### config.mk
export PLATFORM = sky130hd
export DESIGN_NAME = raf_unit_filter
export DESIGN_NICKNAME = d
export VERILOG_FILES = /design/src/raf_pkg.sv /design/src/raf_unit_filter.sv
export SDC_FILE = /design/constraint.sdc
export NUM_CORES = 1
export LEC_CHECK = 0
export BUFFER_PORTS_ARGS = -buffer_cell sky130_fd_sc_hd__buf_4
export CORE_MARGIN = 3
export CORE_UTILIZATION = 45
export CTS_BUF_LIST = sky130_fd_sc_hd__clkbuf_16
export CTS_CLUSTER_DIAMETER = 60
export CTS_CLUSTER_SIZE = 28
export DETAILED_ROUTE_END_ITERATION = 6
export MAX_ROUTING_LAYER = met4
export PLACE_DENSITY = 0.68
export SYNTH_ARGS = -nofsm -noshare
export SYNTH_HDL_FRONTEND = slang
export SYNTH_SLANG_ARGS = --single-unit
### constraint.sdc
create_clock -name clk_in -period 4.4 [get_ports clk_in]
set_input_delay 0.22 -clock clk_in [delete_from_list [all_inputs] [get_ports clk_in]]
set_output_delay 0.22 -clock clk_in [all_outputs]
set_load 0.02 [all_outputs]
### src/raf_pkg.sv
// Constants, carriers and state layout of the RS485 unit address filter
package raf_pkg;

	// APB register map (byte addresses)
	localparam logic [7:0] RAF_CTRL_OFS     = 8'h00;
	localparam logic [7:0] RAF_ADDR_OFS     = 8'h04;
	localparam logic [7:0] RAF_PREFIX_OFS   = 8'h08;
	localparam logic [7:0] RAF_STATUS_OFS   = 8'h0c;

	// Control register fields
	localparam int RAF_CTRL_PFX_MODE   = 0;
	localparam int RAF_CTRL_STN_PERMIT = 1;
	localparam int RAF_CTRL_PAR_EN     = 2;
	localparam int RAF_CTRL_PAR_ODD    = 3;
	localparam int RAF_CTRL_ECHO_BLANK = 4;

	// Status register fields
	localparam int RAF_STAT_MULTIDROP  = 0;
	localparam int RAF_STAT_ECHO_BLANK = 1;
	localparam int RAF_STAT_BURST      = 2;
	localparam int RAF_STAT_ADDRESSED  = 3;
	localparam int RAF_STAT_TX_ALLOW   = 4;

	// Bus population limit kept by the host
	localparam int RAF_MAX_UNITS = 31;

	// ASCII characters
	localparam logic [7:0] RAF_CR    = 8'h0d;
	localparam logic [7:0] RAF_ACK   = 8'h41;
	localparam logic [7:0] RAF_NAK   = 8'h3f;
	localparam logic [7:0] RAF_BC_BURST = 8'h31;
	localparam logic [7:0] RAF_BC_BLANK = 8'h32;
	localparam logic [7:0] RAF_BC_CLEAR = 8'h58;
	localparam logic [7:0] RAF_CODE_BASE = 8'h41;

	// Local command spellings
	localparam logic [15:0] RAF_ENTER_MULTIDROP_MODE_CMD    = 16'h4734;
	localparam logic [15:0] RAF_ENTER_FULLDUPLEX_BUS_CMD    = 16'h4732;
	localparam logic [15:0] RAF_READ_UNIT_ADDRESS_CMD       = 16'h5241;
	localparam logic [15:0] RAF_SET_UNIT_ADDRESS_CMD        = 16'h4541;
	localparam logic [15:0] RAF_SAVE_SETTINGS_CMD           = 16'h5345;
	localparam logic [15:0] RAF_BLANK_ECHO_CMD              = 16'h4245;
	localparam logic [15:0] RAF_BURST_OUTPUT_CMD            = 16'h424e;
	localparam logic [15:0] RAF_SELECT_PREFIX_ADDRESSING_CMD = 16'h5541;
	localparam logic [15:0] RAF_SELECT_PARITY_ADDRESSING_CMD = 16'h5553;
	localparam logic [15:0] RAF_SET_UNIT_PREFIX_CMD         = 16'h5249;
	localparam logic [15:0] RAF_SET_BCAST_PREFIX_CMD        = 16'h4249;

	// Unit address codes for unit_number 1 to 16
	localparam logic [15:0][7:0] RAF_UNIT_CODES = {8'h55, 8'h53, 8'h50, 8'h4e, 8'h4d, 8'h4b, 8'h48, 8'h47,
		8'h44, 8'h42, 8'h41, 8'h39, 8'h36, 8'h35, 8'h33, 8'h30};

	// Prefix characters for code letters A (index 0) to U; zero marks an unused code
	localparam logic [20:0][7:0] RAF_PFX_CHARS = {8'h7e, 8'h7d, 8'h7c, 8'h7b, 8'h5d, 8'h5c, 8'h3e, 8'h00,
		8'h3c, 8'h3b, 8'h3a, 8'h2f, 8'h2a, 8'h29, 8'h28, 8'h27, 8'h26, 8'h25, 8'h24, 8'h23, 8'h22};

	// Reset values
	localparam logic [7:0] RAF_ADDR_RST     = 8'h30;
	localparam logic [7:0] RAF_UNIT_PFX_RST = 8'h24;
	localparam logic [7:0] RAF_BC_PFX_RST   = 8'h26;

	typedef enum logic [3:0] {
		RAF_IDLE  = 4'b0001,
		RAF_PFX_U = 4'b0010,
		RAF_PFX_B = 4'b0100,
		RAF_CMD   = 4'b1000
	} raf_fsm_e;

	typedef struct packed {
		logic       valid;
		logic [7:0] data;
	} raf_char_s;

	typedef struct packed {
		logic       valid;
		logic       nine;
		logic [8:0] data;
	} raf_bus_char_s;

	typedef struct packed {
		logic        psel;
		logic        penable;
		logic        pwrite;
		logic [7:0]  paddr;
		logic [31:0] pwdata;
	} raf_apb_req_s;

	typedef struct packed {
		logic        pready;
		logic [31:0] prdata;
		logic        pslverr;
	} raf_apb_rsp_s;

	typedef struct packed {
		raf_fsm_e     fsm;
		logic         multidrop;
		logic         echo_blank;
		logic         burst;
		logic         pfx_mode;
		logic         stn_permit;
		logic         par_en;
		logic         par_odd;
		logic [7:0]   unit_addr;
		logic [7:0]   unit_pfx;
		logic [7:0]   bc_pfx;
		logic         tx_allow;
		logic [2:0][7:0] cbuf;
		logic [1:0]   clen;
		logic         covf;
		logic [15:0]  rpl;
		logic [1:0]   rpl_v;
		raf_char_s    cmd;
		logic         cmd_src;
		logic         cmd_end;
		logic         cmd_local;
		logic         bc_valid;
		logic [7:0]   bc_code;
		logic [3:0]   combo;
		logic         save;
		logic         echo_en;
		logic         panel_lock;
		logic         stn_en;
		raf_apb_rsp_s rsp;
	} raf_state_s;

	localparam raf_state_s RAF_STATE_RST = '{fsm: RAF_IDLE, unit_addr: RAF_ADDR_RST, unit_pfx: RAF_UNIT_PFX_RST,
		bc_pfx: RAF_BC_PFX_RST, tx_allow: 1'b1, echo_en: 1'b1, stn_en: 1'b1, default: '0};

endpackage

### src/raf_unit_filter.sv
// RS485 multidrop address and broadcast filter with local mode commands
//
// Local design decisions: the APB register port and the placing of the registers.
`timescale 1ns/1ps
module raf_unit_filter
(
	input  wire logic                   clk_in,
	input  wire logic                   nrst_in,
	input  wire logic                   ce_in,
	input  wire raf_pkg::raf_apb_req_s  apb_req_in,
	output raf_pkg::raf_apb_rsp_s       apb_rsp_out,
	input  wire raf_pkg::raf_char_s     p2p_rx_in,
	input  wire raf_pkg::raf_bus_char_s bus_rx_in,
	input  wire logic                   reply_ready_in,
	output logic                        reply_valid_out,
	output logic [7:0]                  reply_data_out,
	output raf_pkg::raf_char_s          cmd_out,
	output logic                        cmd_src_bus_out,
	output logic                        cmd_end_out,
	output logic                        cmd_local_out,
	output logic                        bcast_valid_out,
	output logic [7:0]                  bcast_code_out,
	output logic [3:0]                  bcast_combo_out,
	output logic                        save_pulse_out,
	output logic                        echo_enable_out,
	output logic                        panel_lock_out,
	output logic                        station_select_enable_out,
	output logic                        bus_tx_allow_out,
	output logic                        multidrop_out,
	output logic                        burst_out
);
	import raf_pkg::*;

	raf_state_s st_reg;
	raf_state_s st_next;

	function automatic logic even9(input logic [8:0] x);
		even9 = ~(^x);
	endfunction

	function automatic logic unit_code_ok(input logic [7:0] c);
		unit_code_ok = 1'b0;
		for (int i = 0; i < 16; i++)
		begin
			if (RAF_UNIT_CODES[i] == c)
				unit_code_ok = 1'b1;
		end
	endfunction

	function automatic logic [7:0] pfx_char(input logic [7:0] code);
		logic [7:0] idx;
		idx = code - RAF_CODE_BASE;
		pfx_char = (code >= RAF_CODE_BASE && idx < 8'd21) ? RAF_PFX_CHARS[idx[4:0]] : 8'h00;
	endfunction

	logic        apb_acc;
	logic        apb_done;
	logic        apb_hit;
	logic [31:0] apb_rd;
	logic        loc_hit;
	logic        loc_err;
	logic [7:0]  loc_rpl;
	logic        bc_hit;
	logic [7:0]  bc_ch;
	logic [7:0]  ch;
	logic        perr;
	logic [7:0]  pc;

	always_comb
	begin
		st_next = st_reg;
		apb_acc = apb_req_in.psel & apb_req_in.penable;
		apb_done = apb_acc & st_reg.rsp.pready;
		apb_hit = 1'b1;
		apb_rd = 32'h0;
		loc_hit = 1'b0;
		loc_err = 1'b0;
		loc_rpl = RAF_ACK;
		bc_hit = 1'b0;
		bc_ch = 8'h00;
		pc = 8'h00;
		ch = st_reg.par_en ? {1'b0, bus_rx_in.data[6:0]} : bus_rx_in.data[7:0];
		perr = st_reg.par_en & ((^bus_rx_in.data[7:0]) != st_reg.par_odd);
		st_next.cmd.valid = 1'b0;
		st_next.cmd_end = 1'b0;
		st_next.cmd_local = 1'b0;
		st_next.bc_valid = 1'b0;
		st_next.combo = 4'h0;
		st_next.save = 1'b0;
		st_next.rsp.pready = 1'b0;

		// Register decode
		if (apb_req_in.paddr == RAF_CTRL_OFS)
			apb_rd = {27'h0, st_reg.echo_blank, st_reg.par_odd, st_reg.par_en, st_reg.stn_permit, st_reg.pfx_mode};
		else if (apb_req_in.paddr == RAF_ADDR_OFS)
			apb_rd = {24'h0, st_reg.unit_addr};
		else if (apb_req_in.paddr == RAF_PREFIX_OFS)
			apb_rd = {16'h0, st_reg.bc_pfx, st_reg.unit_pfx};
		else if (apb_req_in.paddr == RAF_STATUS_OFS)
			apb_rd = {27'h0, st_reg.tx_allow, st_reg.fsm == RAF_CMD, st_reg.burst, st_reg.echo_blank,
				st_reg.multidrop};
		else
			apb_hit = 1'b0;

		// One wait state, then completion
		if (apb_acc & ~st_reg.rsp.pready)
		begin
			st_next.rsp.pready = 1'b1;
			st_next.rsp.prdata = apb_req_in.pwrite ? 32'h0 : apb_rd;
			st_next.rsp.pslverr = ~apb_hit;
		end
		if (apb_done & apb_req_in.pwrite & apb_hit)
		begin
			if (apb_req_in.paddr == RAF_CTRL_OFS)
			begin
				st_next.pfx_mode = apb_req_in.pwdata[RAF_CTRL_PFX_MODE];
				st_next.stn_permit = apb_req_in.pwdata[RAF_CTRL_STN_PERMIT];
				st_next.par_en = apb_req_in.pwdata[RAF_CTRL_PAR_EN];
				st_next.par_odd = apb_req_in.pwdata[RAF_CTRL_PAR_ODD];
				st_next.echo_blank = apb_req_in.pwdata[RAF_CTRL_ECHO_BLANK];
			end
			else if (apb_req_in.paddr == RAF_ADDR_OFS)
				st_next.unit_addr = apb_req_in.pwdata[7:0];
			else if (apb_req_in.paddr == RAF_PREFIX_OFS)
			begin
				st_next.unit_pfx = apb_req_in.pwdata[7:0];
				st_next.bc_pfx = apb_req_in.pwdata[15:8];
			end
		end

		// Reply drain
		if (st_reg.rpl_v[0] & reply_ready_in)
		begin
			st_next.rpl = {8'h00, st_reg.rpl[15:8]};
			st_next.rpl_v = {1'b0, st_reg.rpl_v[1]};
		end

		if (p2p_rx_in.valid)
		begin
			st_next.multidrop = 1'b0;
			st_next.fsm = RAF_IDLE;
			st_next.tx_allow = 1'b1;
			st_next.cmd.valid = 1'b1;
			st_next.cmd.data = p2p_rx_in.data;
			st_next.cmd_src = 1'b0;
			if (p2p_rx_in.data == RAF_CR)
			begin
				st_next.cmd_end = 1'b1;
				st_next.clen = 2'd0;
				st_next.covf = 1'b0;
				if (~st_reg.covf && st_reg.clen == 2'd2)
				begin
					loc_hit = 1'b1;
					case ({st_reg.cbuf[0], st_reg.cbuf[1]})
						RAF_ENTER_MULTIDROP_MODE_CMD:
						begin
							st_next.multidrop = 1'b1;
							st_next.echo_blank = 1'b1;
							st_next.tx_allow = 1'b0;
						end
						RAF_ENTER_FULLDUPLEX_BUS_CMD: loc_err = 1'b1;
						RAF_READ_UNIT_ADDRESS_CMD: loc_rpl = st_reg.unit_addr;
						RAF_SAVE_SETTINGS_CMD: st_next.save = 1'b1;
						RAF_BLANK_ECHO_CMD: st_next.echo_blank = 1'b1;
						RAF_BURST_OUTPUT_CMD: st_next.burst = 1'b1;
						RAF_SELECT_PREFIX_ADDRESSING_CMD: st_next.pfx_mode = 1'b1;
						RAF_SELECT_PARITY_ADDRESSING_CMD: st_next.pfx_mode = 1'b0;
						default: loc_hit = 1'b0;
					endcase
				end
				else if (~st_reg.covf && st_reg.clen == 2'd3)
				begin
					loc_hit = 1'b1;
					pc = pfx_char(st_reg.cbuf[2]);
					case ({st_reg.cbuf[0], st_reg.cbuf[1]})
						RAF_SET_UNIT_ADDRESS_CMD:
						begin
							if (unit_code_ok(st_reg.cbuf[2]))
								st_next.unit_addr = st_reg.cbuf[2];
							else
								loc_err = 1'b1;
						end
						RAF_SET_UNIT_PREFIX_CMD:
						begin
							if (pc != 8'h00)
								st_next.unit_pfx = pc;
							else
								loc_err = 1'b1;
						end
						RAF_SET_BCAST_PREFIX_CMD:
						begin
							if (pc != 8'h00)
								st_next.bc_pfx = pc;
							else
								loc_err = 1'b1;
						end
						default: loc_hit = 1'b0;
					endcase
				end
				st_next.cmd_local = loc_hit;
				if (loc_hit && st_next.rpl_v == 2'b00)
				begin
					st_next.rpl = {RAF_CR, loc_err ? RAF_NAK : loc_rpl};
					st_next.rpl_v = 2'b11;
				end
			end
			else if (st_reg.clen == 2'd3)
				st_next.covf = 1'b1;
			else
			begin
				st_next.cbuf[st_reg.clen] = p2p_rx_in.data;
				st_next.clen = st_reg.clen + 2'd1;
			end
		end
		else if (bus_rx_in.valid & st_reg.multidrop)
		begin
			if (~st_reg.pfx_mode & bus_rx_in.nine)
			begin
				st_next.fsm = RAF_IDLE;
				st_next.tx_allow = 1'b0;
				if (even9(bus_rx_in.data))
				begin
					if (bus_rx_in.data[7:0] == st_reg.unit_addr)
						st_next.fsm = RAF_CMD;
				end
				else
				begin
					bc_hit = 1'b1;
					bc_ch = bus_rx_in.data[7:0];
				end
			end
			else
			begin
				case (st_reg.fsm)
					RAF_IDLE:
					begin
						if (st_reg.pfx_mode && ch == st_reg.unit_pfx)
						begin
							st_next.fsm = RAF_PFX_U;
							st_next.tx_allow = 1'b0;
						end
						else if (st_reg.pfx_mode && ch == st_reg.bc_pfx)
						begin
							st_next.fsm = RAF_PFX_B;
							st_next.tx_allow = 1'b0;
						end
					end
					RAF_PFX_U:
						st_next.fsm = (ch == st_reg.unit_addr) ? RAF_CMD : RAF_IDLE;
					RAF_PFX_B:
					begin
						bc_hit = 1'b1;
						bc_ch = ch;
						st_next.fsm = RAF_IDLE;
					end
					RAF_CMD:
					begin
						st_next.cmd.valid = ~perr;
						st_next.cmd.data = ch;
						st_next.cmd_src = 1'b1;
						if (perr | (ch == RAF_CR))
						begin
							st_next.cmd_end = 1'b1;
							st_next.cmd_local = perr;
							st_next.tx_allow = ~perr;
							st_next.fsm = RAF_IDLE;
						end
					end
					default: st_next.fsm = RAF_IDLE;
				endcase
			end
		end

		if (bc_hit)
		begin
			st_next.bc_valid = 1'b1;
			st_next.bc_code = bc_ch;
			st_next.tx_allow = 1'b0;
			if (bc_ch == RAF_BC_BURST)
				st_next.combo = 4'h1;
			else if (bc_ch == RAF_BC_BLANK)
				st_next.combo = 4'h2;
			else if (bc_ch == RAF_BC_CLEAR)
				st_next.combo = 4'hf;
			if (st_next.combo[0])
				st_next.burst = 1'b1;
			if (st_next.combo[1])
				st_next.echo_blank = 1'b1;
		end

		if (~st_next.multidrop)
			st_next.tx_allow = 1'b1;
		st_next.echo_en = ~st_next.multidrop & ~st_next.echo_blank;
		st_next.panel_lock = st_next.multidrop;
		st_next.stn_en = ~st_next.multidrop | st_next.stn_permit;
	end

	always_ff @(posedge clk_in or negedge nrst_in)
	begin
		if (!nrst_in)
			st_reg <= RAF_STATE_RST;
		else if (ce_in)
			st_reg <= st_next;
	end

	assign apb_rsp_out = st_reg.rsp;
	assign reply_valid_out = st_reg.rpl_v[0];
	assign reply_data_out = st_reg.rpl[7:0];
	assign cmd_out = st_reg.cmd;
	assign cmd_src_bus_out = st_reg.cmd_src;
	assign cmd_end_out = st_reg.cmd_end;
	assign cmd_local_out = st_reg.cmd_local;
	assign bcast_valid_out = st_reg.bc_valid;
	assign bcast_code_out = st_reg.bc_code;
	assign bcast_combo_out = st_reg.combo;
	assign save_pulse_out = st_reg.save;
	assign echo_enable_out = st_reg.echo_en;
	assign panel_lock_out = st_reg.panel_lock;
	assign station_select_enable_out = st_reg.stn_en;
	assign bus_tx_allow_out = st_reg.tx_allow;
	assign multidrop_out = st_reg.multidrop;
	assign burst_out = st_reg.burst;

	no_echo_bus_a: assert property (@(posedge clk_in) disable iff (!nrst_in)
		st_reg.multidrop |-> !echo_enable_out && !st_reg.echo_en)
		else $error("echo enabled in multidrop mode");

	panel_locked_a: assert property (@(posedge clk_in) disable iff (!nrst_in)
		multidrop_out |-> panel_lock_out && (station_select_enable_out == st_reg.stn_permit))
		else $error("front panel not locked in multidrop mode");

	single_cmd_a: assert property (@(posedge clk_in) disable iff (!nrst_in)
		ce_in && st_reg.fsm == RAF_CMD && bus_rx_in.valid && !bus_rx_in.nine && !p2p_rx_in.valid
		&& st_reg.multidrop && (bus_rx_in.data[7:0] == RAF_CR) && !st_reg.par_en |=> st_reg.fsm == RAF_IDLE && cmd_end_out)
		else $error("addressed window not closed after command end");

	bcast_quiet_a: assert property (@(posedge clk_in) disable iff (!nrst_in)
		bcast_valid_out |-> !bus_tx_allow_out && !cmd_out.valid)
		else $error("reply allowed after broadcast");

	discard_a: assert property (@(posedge clk_in) disable iff (!nrst_in)
		ce_in && st_reg.fsm == RAF_IDLE && bus_rx_in.valid && !p2p_rx_in.valid |=> !cmd_out.valid)
		else $error("unaddressed traffic forwarded");

	addr_open_a: assert property (@(posedge clk_in) disable iff (!nrst_in)
		ce_in && st_reg.multidrop && !st_reg.pfx_mode && bus_rx_in.valid && bus_rx_in.nine && !p2p_rx_in.valid
		&& even9(bus_rx_in.data) && bus_rx_in.data[7:0] == st_reg.unit_addr |=> st_reg.fsm == RAF_CMD)
		else $error("own address did not open command window");

	clear_combo_a: assert property (@(posedge clk_in) disable iff (!nrst_in)
		bcast_valid_out && bcast_code_out == RAF_BC_CLEAR |-> bcast_combo_out == 4'hf && burst_out && !echo_enable_out)
		else $error("clear broadcast missed a setting");

	p2p_exit_a: assert property (@(posedge clk_in) disable iff (!nrst_in)
		ce_in && p2p_rx_in.valid && p2p_rx_in.data != RAF_CR |=> !multidrop_out && bus_tx_allow_out)
		else $error("multidrop mode kept after point-to-point character");

	apb_wait_a: assert property (@(posedge clk_in) disable iff (!nrst_in)
		ce_in && apb_req_in.psel && apb_req_in.penable && !apb_rsp_out.pready |=> apb_rsp_out.pready)
		else $error("APB access not answered after one wait state");

endmodule // raf_unit_filter

# Word-level counts from Yosys, hierarchy flattened
# Memory sizes are Yosys's and may differ from the RTL's.
# Cells that the tools add are included.
totals:
  in_bits: 67
  latchBits: 0
  mem_count: 1
  mem_bits_ro: 256
  ff_bits: 143
  out_inout_bits: 75
  ram_bits: 0
  word_cells: 279
memory_table:
  columns: ["name", "words", "width", "read_ports", "rd_ports_with_merged_regs", "write_ports", "line", "rtl"]
  rows:
  - ["(no name shown)", 32, 8, 1, 0, 0, "raf_unit_filter.sv:53", "pfx_char = (code >= RAF_CODE_BASE && idx < 8'd21) ? RAF_PFX_CHARS[idx[4:0]] : 8'h00;"]
classes:
  n_shift: 0
  addsub: 2
  magnitude_cmp: 5
  div: 0
  bitwise_logic: 21
  n_eq_ne: 54
  n_mux: 135
  n_reduce_logical: 28
  n_mul: 0
ops:
  columns: ["cell", "count"]
  rows:
  - ["$eq 16x15->1 const B", 11]
  - ["$mux 8", 19]
  - ["$mux 24", 4]
  - ["$eq 7x8->1 const A", 11]
  - ["$mux 16", 5]
  - ["$mux 18", 4]
  - ["$mux 4", 17]
  - ["$mux 1", 65]
  - ["$mux 12", 4]
  - ["$eq 6x8->1 const A", 5]
  - ["$mux 34", 1]
  - ["$eq 8x4->1 const B", 4]
  - ["$eq 8x8->1", 4]
  - ["$mux 32", 1]
  - ["$mux 28", 1]
  - ["$mux 25", 1]
  - ["$bwmux 24", 1]
  - ["$demux 8 s2", 1]
  - ["$eq 8x6->1 const B", 2]
  - ["$mux 13", 1]
  - ["$pmux 4 s3", 1]
  - ["$reduce_and 4->1", 3]
  - ["$and 1x1->1", 10]
  - ["$not 1->1", 9]
  - ["other kinds (39)", 60]

# Depth between registers and ports, before layout
depth:
  ltp_word: 32
  mapped_depth: 14

# Least setup slack after synthesis
# No wires, ideal clock.
synth_path:
  path_kind: "register to register"
  from: "register st_reg[100] in the netlist's numbering"
  to: "register st_reg[117] in the netlist's numbering"
  required_ns: 4.276
  setup_slack_ns: 0.922
  n_path_buf: 2
  path_stages_with_launch: 15
  t_arrival_ns: 3.354
  setup_ns: 0.124
  path_cell_list: "dfrtp_1 -> clkbuf_1 -> inv_1 -> ha_1 -> clkbuf_1 -> xnor2_1 -> inv_1 -> ha_1 -> nor2_1 -> a31o_2 -> a31oi_1 -> and4bb_2 -> a21oi_1 -> a41oi_2 -> a211o_1"
synth_via:
  elab_chain_len: 11
  elab_cells_between_ends: 14
synth_lines:
  columns: ["item", "line", "rtl"]
  rows:
  - ["start, declared", "raf_unit_filter.sv:34", "raf_state_s st_reg;"]
  - ["start signal, assigned", "raf_unit_filter.sv:303", "st_reg <= st_next;"]
  - ["$sub 8x7->8", "raf_unit_filter.sv:52", "idx = code - RAF_CODE_BASE;"]
  - ["$mem_v2 32x8 / $lt 8x5->1 (equally long branches)", null, null]
  - ["$mux 8 (implied by the code) / $logic_and 1x1->1 (equally long branches)", "raf_unit_filter.sv:53", null]
  - ["$mux 8 *", "raf_unit_filter.sv:53", null]
  - ["$reduce_bool 8->1", "raf_unit_filter.sv:185", "if (pc != 8'h00)"]
  - ["$mux 8 *", "raf_unit_filter.sv:185", null]
  - ["$mux 8 *", "raf_unit_filter.sv:175", "case ({st_reg.cbuf[0], st_reg.cbuf[1]})"]
  - ["$mux 24 *", "raf_unit_filter.sv:171", "else if (~st_reg.covf && st_reg.clen == 2'd3)"]
  - ["$mux 24 *", "raf_unit_filter.sv:151", "if (~st_reg.covf && st_reg.clen == 2'd2)"]
  - ["$mux 25 *", "raf_unit_filter.sv:146", "if (p2p_rx_in.data == RAF_CR)"]
  - ["$mux 24 *", "raf_unit_filter.sv:138", "if (p2p_rx_in.valid)"]
# Every way passes the cells marked *; elsewhere a longest branch is shown, timed or not. The select of a mux whose other input is x is not followed.
# A chain may end at the register's enable or synchronous reset.

# Worst setup path in the final report
layout_path:
  from: "register st_reg[100] in the netlist's numbering"
  to: "register st_reg[109] in the netlist's numbering"
layout_via:
  elab_chain_len: 11
  elab_cells_between_ends: 14
layout_lines:
  columns: ["item", "line", "rtl"]
  rows:
  - ["$sub 8x7->8", "raf_unit_filter.sv:52", null]
  - ["$mem_v2 32x8 / $lt 8x5->1 (equally long branches)", null, null]
  - ["$mux 8 (implied by the code) / $logic_and 1x1->1 (equally long branches)", "raf_unit_filter.sv:53", null]
  - ["$mux 8 *", "raf_unit_filter.sv:53", null]
  - ["$reduce_bool 8->1", "raf_unit_filter.sv:192", "if (pc != 8'h00)"]
  - ["$mux 8 *", "raf_unit_filter.sv:192", null]
  - ["$mux 8 *", "raf_unit_filter.sv:175", null]
  - ["$mux 24 *", "raf_unit_filter.sv:171", null]
  - ["$mux 24 *", "raf_unit_filter.sv:151", null]
  - ["$mux 25 *", "raf_unit_filter.sv:146", null]
  - ["$mux 24 *", "raf_unit_filter.sv:138", null]
# Marked as above.

==> impl_metrics.toml <==
[outcome]
status = "completed"

[power]
powerDensity_mw_per_mm2 = 480
pwr-share-comb_pct = 33.1
power_switching_w = 0.00166
p_leak_nw = 4.30
internal-power_w = 0.00274
p_clk_share_pct = 29.7
power_w = 0.00440
p_sw_share_pct = 37.7
sequentialPowerShare_pct = 37.2
ir_drop_mv = 0.294

[global_routing]
track_usage_pct = 23.2
gr-total-overflow = 0
grt_max_degree = 66
met2_usage_pct = 34.8
grt_first_pass_wirelength_um = 34800
antenna_found_initial = 0
grt_pass1_vias = 6245
gr-max-usage-layer = "met2"
grt_use_met3_pct = 5.29
met1_usage_pct = 31.0

[sta]
rsz0062_at_grt = "no"
setup_ws_ns = 0.809
fin_skew_ns = 0.00943
finalHoldViolations = 0
fin_crit_sh_pct = 81.6
setup_viol = 0
fin_crit_ns = 3.59
max_slew_margin_pct = 27.1
tightest_slew_ns = 1.08
slew_viol_final = 0
fmax_mhz = 279
tns_ns = 0

[routing]
firstDrtPassIters = 7
drtIter0Drc = 605
drt-total-wl_um = 22100
viasPerCell = 5.82
postRouteAntennaNets = 0
drc = 0
via_count = 6503
drt-wirelength-per-cell_um = 19.8

[setup_path]
worst-path-buf-inv = 2
startpoint_type = "flip-flop"
crit_slowest_cell = "a41oi_1"
worst-setup-path-type = "flip-flop to flip-flop"
cpPeakStageDelay_ns = 0.47
worstSetupEndpointType = "flip-flop"
critPathArrivalTime_ns = 3.91
required_ns = 4.72
rrSetupSlack_ns = 0.81
crit_path_cell_trace = "inv_1 -> ha_1 -> xnor2_1 -> inv_1 -> ha_1 -> nor2_1 -> a31o_2 -> a31oi_1 -> and4bb_2 -> a21oi_1 -> a41oi_1 -> a21o_1"
r2r-start = "st_reg[100]"
critPathTopFamily = "compound AO/OA/AOI/OAI gates"
reg2reg_to = "st_reg[109]"
critPathMaxFanout = 11
ff2ff_path_depth = 12

[layout]
drive_above_1_share_pct = 25.0
fin_area_mm2 = 0.00917
stdcell_count = 1117
largest_reg_flops = 69
nets = 962
areaGrowthSynthToFinish_pct = 14.5
antennaDiodeCount = 0

[placement]
dpl_cell_area_mm2 = 0.00861
place_inst = 1084
routabilityCongestion = 0.892
io_buffers = 109
dp_slack_ns = 0.829
dp_hpwl_um = 16200

[min_path]
holdCritPathClass = "primary input to flip-flop"
hold_depth = 3
hold_path_startpoint = "apb_req_in[7]"
hold_end = "st_reg[132]"

[synthesis]
synthCells = 829
syn_area_per_cell_um2 = 9.66
yosysSeqAreaShare_pct = 39.5
synth_flop_cell = "dfrtp_1"
synth-seq-cells = 126
ys_async_sr_fraction_pct = 100
synth_cell_type_count = 86
yosysWarningCount = 0
synth_edf_count = 0
syn_area_mm2 = 0.00801

[floorplan]
io_pins = 142
die_y_um = 139
core_mm2 = 0.0174
die_w_um = 139
floorplan.die_area_mm2 = 0.0194
num_rows = 48
initial_core_util_pct = 46.1

[clock_network]
clock_tree.root_cell = "clkbuf_16"
clk-insertion-delay-late_ns = 0.43
clk_path_buf_depth = 2
cts.clk_slew.worst_paths_ns = 0.06
post-cts-setup-buffers = 0
cts_buffers = 17
cts_sinks = 126
cts_tree = "done"
htree_levels = 4

[job]
maxCapViolCount = 0
## worst reg2reg max path, cell delays in order (launching register included)
cell and delay (ns):
dfrtp_1 0.37, inv_1 0.12, ha_1 0.38, xnor2_1 0.22, inv_1 0.12, ha_1 0.31, nor2_1 0.04, a31o_2 0.23
a31oi_1 0.21, and4bb_2 0.31, a21oi_1 0.40, a41oi_1 0.47, a21o_1 0.30
## power by group through the flow
stage	registers, W	logic [W]	clock network (W)
global placement	0.00164	0.00142	0
floorplan	0.00151	0.00122	0
global route	0.00167	0.00161	0.00138
CTS	0.00163	0.00145	0.00133
finish	0.00164	0.00146	0.00131
detailed placement	0.00165	0.00145	0
## final cells by class
cell class                 count  area [um^2]
fill                        1565         8190
multi-input combinational    595         4190
sequential                   126         3170
timing repair buffer         120          903
clock buffer                  17          425
tap                          225          282
clock inverter                15          125
inverter                      19         71.3
## Yosys cell counts (all sizes together), types with 6 or more instances
cell type	count	area (um^2)
dfrtp	115	2880
nand2	78	295
buf	72	519
nor2	56	210
mux2	37	417
clkbuf	32	120
o21ai	29	145
mux2i	26	260
a21oi	25	140
xnor2	23	201
a21o	20	150
inv	19	71.3
o22ai	18	113
ha	16	200
nand3	15	75.1
nor2b	15	93.8
nor3	14	81.3
nor4	14	93.8
nand2b	13	81.3
nand4	13	87.6
a22o	12	105
dfstp	11	289
xor2	10	87.6
a221o	9	90.1
or3	9	56.3
a22oi	8	60.1
and3	7	43.8
nor3b	7	62.6
o31ai	7	66.3
a31oi	6	37.5
and2	6	37.5
o32ai	6	52.6
## timing repair
item,in CTS,in global routing
hold endpoints to repair,59,0
hold buffers,1,0
resized for setup,0,0
endpoints found under the setup margin,0,0
## layer usage
layer	part of all wire, %	wire length (um)	vias to the layer above
li1	-	-	3047
met1	45	9900	3166
met2	46	10300	257
met3	6.1	1360	33
met4	2.6	576	0
met5	0	0	-
## worst max path at each step
stage | from | end | slack [ns] | cells after the start
detailed placement | st_reg[100] | st_reg[109] | 0.83 | 12
CTS | st_reg[100] | st_reg[109] | 0.81 | 12
global route | st_reg[100] | st_reg[109] | 0.49 | 12
global placement | st_reg[100] | st_reg[115] | 0.91 | 12
finish | st_reg[100] | st_reg[109] | 0.81 | 12
floorplan | st_reg[100] | st_reg[117] | 0.92 | 14
## metrics by stage
step / hold slack [ns] / util (%)
2_1_floorplan: -0.0756 / -
3_3_place_gp: 0.367 / 49.6
3_5_place_dp: 0.378 / 49.6
4_1_cts: 0.0579 / 52.8
5_1_grt: 0.0651 / 52.8
6_report: 0.0728 / 52.8
## cell usage in the layout (no fill, tap or decap), types with 9 or more instances in the layout
cell type	synthesis	routed
o21ai_0	28	28
nor3_1	13	13
nor4_1	13	12
dfstp_2	11	11
buf_4	64	119
conb_1	1	16
a21o_1	20	20
a21oi_1	23	23
nor2_1	56	56
nand4_1	12	12
ha_1	16	16
or3_1	9	9
nand3_1	15	15
o22ai_1	18	18
nand2b_1	13	13
mux2_2	37	37
a221o_1	9	9
a22o_1	12	12
mux2i_1	26	26
xnor2_1	23	23
inv_1	19	19
dfrtp_1	115	115
xor2_1	10	10
clkbuf_16	0	17
nor2b_1	15	15
nand2_1	77	77
## cells by family after synthesis
kind of cell | count (synthesis) | synth area share (%)
buffers and inverters | 123 | 8.87
flip-flops | 126 | 39.5
adder cells (fa/ha/maj) | 16 | 2.50
AO/OA/AOI/OAI | 182 | 16.8
XOR/XNOR | 36 | 4.48
AND/OR/NAND/NOR | 282 | 19.3
multiplexers | 63 | 8.45
other | 1 | 0.0468
Power figures use the tool's default switching activity.
